**config.mk**
```make
export PLATFORM = sky130hd
export DESIGN_NAME = spi_unit
export DESIGN_NICKNAME = d
export VERILOG_FILES = /design/src/rtl/spi_unit.v
export VERILOG_INCLUDE_DIRS = /design/src /design/src/include
export SDC_FILE = /design/constraint.sdc
export NUM_CORES = 1
export LEC_CHECK = 0
export ABC_AREA = 1
export BUFFER_PORTS_ARGS = -buffer_cell sky130_fd_sc_hd__buf_2
export CORE_MARGIN = 1
export CORE_UTILIZATION = 30
export CTS_CLUSTER_SIZE = 24
export DETAILED_ROUTE_END_ITERATION = 8
export SLEW_MARGIN = 20
export SYNTH_ARGS = -nofsm -noshare
export SYNTH_HDL_FRONTEND = slang
export SYNTH_SLANG_ARGS = --single-unit
```
**constraint.sdc**
```tcl
create_clock -name clk_sys -period 1.76 [get_ports clk_sys]
set_input_delay 0.088 -clock clk_sys [delete_from_list [all_inputs] [get_ports clk_sys]]
set_output_delay 0.088 -clock clk_sys [all_outputs]
set_load 0.01 [all_outputs]
```
**src/include/spi_unit_map.vh**
```
`ifndef SPI_UNIT_MAP_VH
`define SPI_UNIT_MAP_VH

// ----------------------------------------------------------------
// reset values of control bits
// ----------------------------------------------------------------
`define RST_MASTER_SELECT 1'b1
`define RST_CLOCK_PHASE 1'b1
`define RST_CLOCK_POLARITY 1'b0

// ----------------------------------------------------------------
// master half-period in bus cycles per rate select
// ----------------------------------------------------------------
`define HALF_RATE0 5'h01
`define HALF_RATE1 5'h04
`define HALF_RATE2 5'h08
`define HALF_RATE3 5'h10

// ----------------------------------------------------------------
// transfer geometry
// ----------------------------------------------------------------
`define BITS_PER_BYTE 4'h8
`endif

```
**src/rtl/spi_unit.v**
```verilog
`include "spi_unit_map.vh"

module spi_unit (
	// clock and reset
	input wire clk_sys,
	input wire arst_n,
	// cpu side
	input wire wait_mode,
	input wire break_mode,
	input wire break_flag_clear_enable,
	input wire ctrl_wr,
	input wire ctl_unit_enable,
	input wire ctl_master_select,
	input wire ctl_clock_polarity_select,
	input wire ctl_clock_phase_select,
	input wire ctl_wired_or_mode,
	input wire ctl_rx_irq_enable,
	input wire ctl_tx_irq_enable,
	input wire ctl_error_irq_enable,
	input wire ctl_mode_fault_enable,
	input wire ctl_rate_select_hi,
	input wire ctl_rate_select_lo,
	input wire status_rd,
	input wire data_wr,
	input wire [7:0] data_wdata,
	input wire data_rd,
	// cpu visible state
	output reg [7:0] rx_data,
	output reg unit_enable,
	output reg tx_empty_flag,
	output reg rx_full_flag,
	output reg overrun_flag,
	output reg mode_fault_flag,
	output reg irq_req,
	// port ownership
	output reg pins_port_owned,
	output reg ss_port_owned,
	// serial pins
	input wire sclk_in,
	output reg sclk_out,
	output reg sclk_oe,
	input wire mosi_in,
	output reg mosi_out,
	output reg mosi_oe,
	input wire miso_in,
	output reg miso_out,
	output reg miso_oe,
	input wire ss_n_in
);

	// ----------------------------------------------------------------
	// control registers
	// ----------------------------------------------------------------
	reg master_select;
	reg clock_polarity_select;
	reg clock_phase_select;
	reg wired_or_mode;
	reg rx_irq_enable;
	reg tx_irq_enable;
	reg error_irq_enable;
	reg mode_fault_enable;
	reg rate_select_hi;
	reg rate_select_lo;

	// ----------------------------------------------------------------
	// pin synchronisers
	// ----------------------------------------------------------------
	reg sclk_m_reg, sclk_s_reg, sclk_d_reg;
	reg mosi_m_reg, mosi_s_reg;
	reg miso_m_reg, miso_s_reg;
	reg ss_m_reg, ss_s_reg, ss_d_reg;

	always @(posedge clk_sys or negedge arst_n) begin
		if (!arst_n) begin
			sclk_m_reg <= 1'b0;
			sclk_s_reg <= 1'b0;
			sclk_d_reg <= 1'b0;
			mosi_m_reg <= 1'b1;
			mosi_s_reg <= 1'b1;
			miso_m_reg <= 1'b1;
			miso_s_reg <= 1'b1;
			ss_m_reg <= 1'b1;
			ss_s_reg <= 1'b1;
			ss_d_reg <= 1'b1;
		end else begin
			sclk_m_reg <= sclk_in;
			sclk_s_reg <= sclk_m_reg;
			sclk_d_reg <= sclk_s_reg;
			mosi_m_reg <= mosi_in;
			mosi_s_reg <= mosi_m_reg;
			miso_m_reg <= miso_in;
			miso_s_reg <= miso_m_reg;
			ss_m_reg <= ss_n_in;
			ss_s_reg <= ss_m_reg;
			ss_d_reg <= ss_s_reg;
		end
	end

	// ----------------------------------------------------------------
	// divider
	// ----------------------------------------------------------------
	function [4:0] half_limit;
		input [1:0] rate;
		begin
			case (rate)
				2'b00: half_limit = `HALF_RATE0;
				2'b01: half_limit = `HALF_RATE1;
				2'b10: half_limit = `HALF_RATE2;
				default: half_limit = `HALF_RATE3;
			endcase
		end
	endfunction

	// ----------------------------------------------------------------
	// transfer state
	// ----------------------------------------------------------------
	reg [7:0] tx_buf_reg;
	reg [7:0] shift_reg;
	reg cap_reg;
	reg dout_reg;
	reg [3:0] bit_cnt_reg;
	reg active_reg;
	reg sclk_lvl_reg;
	reg [4:0] half_cnt_reg;
	reg rx_seen_reg;
	reg ovr_seen_reg;
	reg mode_fault_flag_seen_reg;

	wire is_master = unit_enable & master_select;
	wire is_slave = unit_enable & ~master_select;
	wire cpu_ok = ~wait_mode;
	wire brk_block = break_mode & ~break_flag_clear_enable;
	wire wr_ok = cpu_ok & data_wr & ~brk_block;
	wire [1:0] rate_sel = {rate_select_hi, rate_select_lo};
	wire [4:0] half_end = half_limit(rate_sel) - 5'h01;
	wire m_tick = is_master & active_reg & (half_cnt_reg == half_end);
	wire m_lead = m_tick & (~sclk_lvl_reg != clock_polarity_select);
	wire m_trail = m_tick & (~sclk_lvl_reg == clock_polarity_select);
	wire s_sel = is_slave & ~ss_s_reg;
	wire s_chg = s_sel & (sclk_s_reg != sclk_d_reg);
	wire s_lead = s_chg & (sclk_s_reg != clock_polarity_select);
	wire s_trail = s_chg & (sclk_s_reg == clock_polarity_select) & active_reg;
	wire ss_fall = is_slave & ss_d_reg & ~ss_s_reg;
	wire ss_rise = is_slave & ~ss_d_reg & ss_s_reg;
	wire lead = m_lead | s_lead;
	wire trail = m_trail | s_trail;
	wire din = master_select ? miso_s_reg : mosi_s_reg;
	wire done = trail & (bit_cnt_reg == `BITS_PER_BYTE - 4'h1);
	wire idle_after = ~active_reg | done;
	wire load = unit_enable & ~tx_empty_flag & idle_after;
	wire m_fault = is_master & mode_fault_enable & ~ss_s_reg;
	wire s_fault = mode_fault_enable & ss_rise & active_reg;
	wire fault = m_fault | s_fault;
	wire [7:0] shifted = {shift_reg[6:0], clock_phase_select ? din : cap_reg};

	// ----------------------------------------------------------------
	// control bits, system reset only, except unit_enable, which a master mode fault also clears
	// ----------------------------------------------------------------
	always @(posedge clk_sys or negedge arst_n) begin
		if (!arst_n) begin
			unit_enable <= 1'b0;
			master_select <= `RST_MASTER_SELECT;
			clock_polarity_select <= `RST_CLOCK_POLARITY;
			clock_phase_select <= `RST_CLOCK_PHASE;
			wired_or_mode <= 1'b0;
			rx_irq_enable <= 1'b0;
			tx_irq_enable <= 1'b0;
			error_irq_enable <= 1'b0;
			mode_fault_enable <= 1'b0;
			rate_select_hi <= 1'b0;
			rate_select_lo <= 1'b0;
		end else begin
			if (cpu_ok & ctrl_wr) begin
				unit_enable <= ctl_unit_enable;
				master_select <= ctl_master_select;
				clock_polarity_select <= ctl_clock_polarity_select;
				clock_phase_select <= ctl_clock_phase_select;
				wired_or_mode <= ctl_wired_or_mode;
				rx_irq_enable <= ctl_rx_irq_enable;
				tx_irq_enable <= ctl_tx_irq_enable;
				error_irq_enable <= ctl_error_irq_enable;
				mode_fault_enable <= ctl_mode_fault_enable;
				rate_select_hi <= ctl_rate_select_hi;
				rate_select_lo <= ctl_rate_select_lo;
			end
			if (m_fault)
				unit_enable <= 1'b0;
		end
	end

	// ----------------------------------------------------------------
	// flags and receive register
	// ----------------------------------------------------------------
	always @(posedge clk_sys or negedge arst_n) begin
		if (!arst_n) begin
			rx_data <= 8'h00;
			rx_full_flag <= 1'b0;
			overrun_flag <= 1'b0;
			mode_fault_flag <= 1'b0;
			rx_seen_reg <= 1'b0;
			ovr_seen_reg <= 1'b0;
			mode_fault_flag_seen_reg <= 1'b0;
			tx_empty_flag <= 1'b1;
			tx_buf_reg <= 8'h00;
		end else begin
			if (cpu_ok & status_rd) begin
				rx_seen_reg <= rx_full_flag;
				ovr_seen_reg <= overrun_flag;
				mode_fault_flag_seen_reg <= mode_fault_flag;
			end
			if (cpu_ok & data_rd & rx_seen_reg) begin
				rx_full_flag <= 1'b0;
				rx_seen_reg <= 1'b0;
			end
			if (cpu_ok & data_rd & ovr_seen_reg) begin
				overrun_flag <= 1'b0;
				ovr_seen_reg <= 1'b0;
			end
			if (cpu_ok & ctrl_wr & mode_fault_flag_seen_reg & ~fault) begin
				mode_fault_flag <= 1'b0;
				mode_fault_flag_seen_reg <= 1'b0;
			end
			if (done) begin
				if (rx_full_flag & ~(cpu_ok & data_rd & rx_seen_reg)) begin
					overrun_flag <= 1'b1;
				end else begin
					rx_data <= shifted;
					rx_full_flag <= 1'b1;
				end
			end
			if (fault)
				mode_fault_flag <= 1'b1;
			if (!unit_enable) begin
				tx_empty_flag <= 1'b1;
			end else if (wr_ok) begin
				tx_buf_reg <= data_wdata;
				tx_empty_flag <= 1'b0;
			end else if (load) begin
				tx_empty_flag <= 1'b1;
			end
		end
	end

	// ----------------------------------------------------------------
	// shift engine
	// ----------------------------------------------------------------
	always @(posedge clk_sys or negedge arst_n) begin
		if (!arst_n) begin
			shift_reg <= 8'h00;
			cap_reg <= 1'b0;
			dout_reg <= 1'b0;
			bit_cnt_reg <= 4'h0;
			active_reg <= 1'b0;
			sclk_lvl_reg <= 1'b0;
			half_cnt_reg <= 5'h00;
		end else if (!unit_enable) begin
			shift_reg <= 8'h00;
			bit_cnt_reg <= 4'h0;
			active_reg <= 1'b0;
			half_cnt_reg <= 5'h00;
			sclk_lvl_reg <= clock_polarity_select;
			dout_reg <= 1'b0;
		end else begin
			if (m_tick) begin
				sclk_lvl_reg <= ~sclk_lvl_reg;
				half_cnt_reg <= 5'h00;
			end else if (active_reg & is_master) begin
				half_cnt_reg <= half_cnt_reg + 5'h01;
			end
			if (lead) begin
				if (clock_phase_select)
					dout_reg <= shift_reg[7];
				else
					cap_reg <= din;
				if (is_slave)
					active_reg <= 1'b1;
			end
			if (trail) begin
				shift_reg <= shifted;
				bit_cnt_reg <= bit_cnt_reg + 4'h1;
				if (!clock_phase_select)
					dout_reg <= shift_reg[6];
			end
			if (ss_fall & ~clock_phase_select) begin
				active_reg <= 1'b1;
				dout_reg <= load ? tx_buf_reg[7] : shift_reg[7];
			end
			if (done) begin
				bit_cnt_reg <= 4'h0;
				active_reg <= 1'b0;
				if (is_slave)
					dout_reg <= shifted[7];
			end
			if (load) begin
				shift_reg <= tx_buf_reg;
				bit_cnt_reg <= 4'h0;
				if (!clock_phase_select)
					dout_reg <= tx_buf_reg[7];
				if (is_master) begin
					active_reg <= 1'b1;
					half_cnt_reg <= 5'h00;
					sclk_lvl_reg <= clock_polarity_select;
				end
			end
		end
	end

	// ----------------------------------------------------------------
	// pin drivers and ownership
	// ----------------------------------------------------------------
	always @(posedge clk_sys or negedge arst_n) begin
		if (!arst_n) begin
			sclk_out <= 1'b0;
			sclk_oe <= 1'b0;
			mosi_out <= 1'b0;
			mosi_oe <= 1'b0;
			miso_out <= 1'b0;
			miso_oe <= 1'b0;
			pins_port_owned <= 1'b1;
			ss_port_owned <= 1'b1;
			irq_req <= 1'b0;
		end else begin
			pins_port_owned <= ~unit_enable;
			ss_port_owned <= ~unit_enable | (master_select & ~mode_fault_enable);
			sclk_out <= sclk_lvl_reg;
			sclk_oe <= is_master;
			if (wired_or_mode) begin
				mosi_out <= 1'b0;
				mosi_oe <= is_master & ~dout_reg;
			end else begin
				mosi_out <= dout_reg;
				mosi_oe <= is_master;
			end
			miso_out <= dout_reg;
			miso_oe <= is_slave & ~ss_s_reg;
			irq_req <= (rx_irq_enable & rx_full_flag & unit_enable)
				| (tx_irq_enable & tx_empty_flag & unit_enable)
				| (error_irq_enable & (overrun_flag | mode_fault_flag));
		end
	end

endmodule

```
==> reports/summary.md <==
Across the run, the number of max-cap violations was 0. The post-synthesis share of cell area spent on full adders, half adders and majority gates is 0.00768, and the sum of met2 wire segment lengths after detailed routing is 3600 um. Yosys printed 0 warnings.

The most used flip-flop cell after synthesis is sky130_fd_sc_hd__dfrtp_1. Final period demand of the worst path: 1920 ps. The detailed router put a total of 3490 um of wire on met1. Worst hold-check path type: in2reg. Clock latency at the later pin of the worst-skew pair: 350 ps.

For the level count of the clock H-tree, the log shows 3. STA puts the critical path data required time at 2000 ps. By area, the combinational part of the netlist is dominated by simple AND/OR/NAND/NOR gates. Most common cell in the netlist: sky130_fd_sc_hd__nand2_1. Number of enable-type register cells in the synthesized netlist: 0. The number of sinks handled by clock tree synthesis came out at 74.

The number of buffers on the longest clock path is 2, and the number of core rows is 37. The run gives 498 as the net total in the final layout. Measured in cells, the most critical reg-to-reg path has a length of 14. Setup violations remaining at the end of the flow were counted as 27.

The count of pins over their slew limit was 0. The post-route clock period utilization works out to 1.09. The number of diodes added for antenna fixing is 0. For the final hold violation count, the log shows 0.

Nature of the critical path startpoint: a flip-flop. For this design the static power due to leakage is 2.24 nW. Counting distinct cell types in the post-synthesis netlist gives 35. The proportion of synthesized flip-flops having asynchronous set or reset was 1.00; the peak ir drop on the vdd network was 430 uV. The total detailed-routing wirelength is 7520 um. The synthesized-area fraction occupied by xor and xnor cells is 0.0215, and the total power of the final layout is 4.74 mW. Sorting the synthesized cells by area gives the leading types as sky130_fd_sc_hd__dfrtp_1, sky130_fd_sc_hd__nand2_1, sky130_fd_sc_hd__dfstp_2.

The fraction of the yosys area taken by sequential cells is 0.573. The ratio of cells with drive above 1 in the final layout came out at 0.362. Setup repair after global routing could not meet its margin everywhere. The run gives 0.689 as the headroom to the max-slew limit. The clock root buffer is sky130_fd_sc_hd__clkbuf_8. After clock tree synthesis, the clock-pin slew on the worst setup and hold paths is 80 ps. The run gives 0 as the number of nets still failing antenna checks after routing. The total vias in the final route was 2704; the combined global-route utilization of all metal layers was 0.144.

The die boundary width is 106 um, and the count of state elements after synthesis is 74. The checks that failed: setup timing. After detailed routing, the number of remaining DRC violations is 0. Detailed placement ended at an HPWL of 5120 um. Routed length on met3: 244 um. The run gives 54 as the I/O pin total. The run gives -164 ps as the post-route worst setup slack. The portion of netlist area occupied by mux cells is 0.00653.

The post-detailed-route via-to-cell ratio came out at 4.47. The portion of synthesized cell area occupied by the leading cell type works out to 0.476. The flow ran to the end, but the final reports show violations. The worst setup path is captured at a flip-flop. In this run the vertical extent of the chip is 106 um. By startpoint and endpoint, the worst setup path is classified as reg2reg.

The area growth from synthesis to layout is 41.3%. In the synthesized netlist, the cells that appear most often are sky130_fd_sc_hd__nand2_1, sky130_fd_sc_hd__dfrtp_1, sky130_fd_sc_hd__inv_1. The mean instance size in the synthesized netlist works out to 9.33 sq um. Timing would allow up to 520 MHz.

Net count after synthesis: 383. After detailed routing, the average wire length per cell comes to 12.4 um. The total of buffers placed on input and output ports was 53. The post-synthesis compound-gate area fraction was 0.121.

The core region is 10400 sq um. Instance count along the most critical hold path: 3. Highest metal layer used by the detailed router: met4. The logs give 11300 sq um for the die footprint and 75 for the maximum number of pins on one net before global-route repair.

The tightest hold path in the finished design has a slack of 19.9 ps. For the final clock skew, the log shows 12.3 ps. For the initial standard-cell utilization of the core, the log shows 0.313. The number of antenna violations at the first check in global routing was 0. The congestion estimate from routability-driven global placement came to 0.855. The number of clock buffers added by TritonCTS is 9.

The run gives 2695 as the number of global-route vias before repair. Of all cell types, the one taking the most synthesized area is sky130_fd_sc_hd__dfrtp_1. The first detailed-routing pass took 4 iterations.

The power density over the cells is 1030 nW/um^2, and the number of standard cells after synthesis is 349. The basic-gate share of the synthesized area counting and, or, nand and nor cells was 0.207; the endpoint arrival time on the critical path was 2160 ps. The first global-routing pass estimated 12500 um of wire. TritonCTS built the clock tree.

Slew at the pin closest to its max-slew limit: 465 ps. Global routing finished with a remaining overflow of 0. The synthesized cell area came out at 3260 sq um. The highest net fanout along the worst path came out at 4. Initial detailed-routing violation count: 122.
-- report_power, final --
part	switching (mW)	total, mW	internal [mW]
sequential	0.153	2.12	1.97
clock	0.607	1.44	0.832
combinational	0.661	1.17	0.513
-- what timing repair did --
| item | CTS | global route |
|---|---|---|
| gates resized for setup | 11 | 31 |
| hold endpoints to repair | 83 | 0 |
| buffers inserted | 3 | 4 |
| endpoints found under the setup margin | 28 | 29 |
| pin swaps | 6 | 9 |
| gates cloned | 1 | 0 |
| hold buffers | 22 | 0 |
-- cell usage in the layout (no fill, tap or decap), types with 3 or more instances in the layout --
cell                             n
sky130_fd_sc_hd__nand2_1        80
sky130_fd_sc_hd__dfrtp_1        61
sky130_fd_sc_hd__buf_2          53
sky130_fd_sc_hd__inv_1          41
sky130_fd_sc_hd__buf_4          27
sky130_fd_sc_hd__dlygate4sd3_1  22
sky130_fd_sc_hd__nor2_1         21
sky130_fd_sc_hd__a21oi_1        16
sky130_fd_sc_hd__o21ai_2        16
sky130_fd_sc_hd__nand3_1        14
sky130_fd_sc_hd__o21ai_0        13
sky130_fd_sc_hd__dfstp_2        12
sky130_fd_sc_hd__clkbuf_8       10
sky130_fd_sc_hd__nand2_2         9
sky130_fd_sc_hd__o21ai_1         7
sky130_fd_sc_hd__xor2_1          6
sky130_fd_sc_hd__nand2_8         5
sky130_fd_sc_hd__buf_12          5
sky130_fd_sc_hd__nand2_4         4
sky130_fd_sc_hd__nor2_2          4
sky130_fd_sc_hd__nor2_4          3
sky130_fd_sc_hd__nand3_4         3
sky130_fd_sc_hd__nor3_1          3
-- worst max-delay path, cell delays in order (launching register included) --
cell                      delay, ps
sky130_fd_sc_hd__dfstp_2        600
sky130_fd_sc_hd__nand3_4        100
sky130_fd_sc_hd__nor2_4          80
sky130_fd_sc_hd__nand2_2         60
sky130_fd_sc_hd__nor2_4         140
sky130_fd_sc_hd__nand3_4         90
sky130_fd_sc_hd__nand2_4        110
sky130_fd_sc_hd__nand2_8         80
sky130_fd_sc_hd__nand2_8        100
sky130_fd_sc_hd__buf_4          120
sky130_fd_sc_hd__nand3_2         80
sky130_fd_sc_hd__nand2_1        100
sky130_fd_sc_hd__nand2_1         50
sky130_fd_sc_hd__nand2_1         50
sky130_fd_sc_hd__a21oi_1         60
-- cell families after synthesis --
| logic type | Yosys count |
|---|---|
| flops | 74 |
| mux | 2 |
| buf+inv | 49 |
| compound gates | 65 |
| xor+xnor | 8 |
| simple gates | 149 |
| fa+ha+maj | 2 |
-- area by class of cell --
type                            count  area (sq um)
Fill cell                         986          5810
Sequential cell                    74          1870
Timing Repair Buffer              109           811
Clock inverter                      5          77.6
Tap cell                          136           170
Multi-Input combinational cell    227          1370
Inverter                           43           166
Clock buffer                       11           141
-- worst paths after layout --
check,slack (ps),end,startpoint
worst max-delay path,-160,dout_reg$_DFF_PN0_,master_select$_DFFE_PN1P_
max in group asynchronous,1110,pins_port_owned$_DFF_PN1_,arst_n
min in group asynchronous,290,rx_data[6]$_DFFE_PN0P_,arst_n
worst min-delay path,20,tx_buf_reg[1]$_DFFE_PN0P_,data_wdata[1]
worst max register to register,-160,dout_reg$_DFF_PN0_,master_select$_DFFE_PN1P_
worst min register to register,350,sclk_s_reg$_DFF_PN0_,sclk_m_reg$_DFF_PN0_
-- stage by stage --
stage               instances  TNS (ps)  area, sq um  setup slack [ps]  utilization
finish                    605     -2150         4600              -164        0.442
global route              605     -4520         4600              -249        0.442
CTS                       601     -1990         4440              -114        0.427
detailed placement        559     -2230         3930              -129        0.377
global placement          559     -1280         3930             -87.2        0.377
floorplan                 349     -1710         3280              -125            -
-- metal layers --
metal / vias to the layer above / track usage
met1: 1279 / 0.189
met2: 51 / 0.224
met4: 0 / 0.0774
li1: 1356 / -
met3: 18 / 0.0282
met5: - / 0
Note: power is estimated with default switching activity, not from simulation.
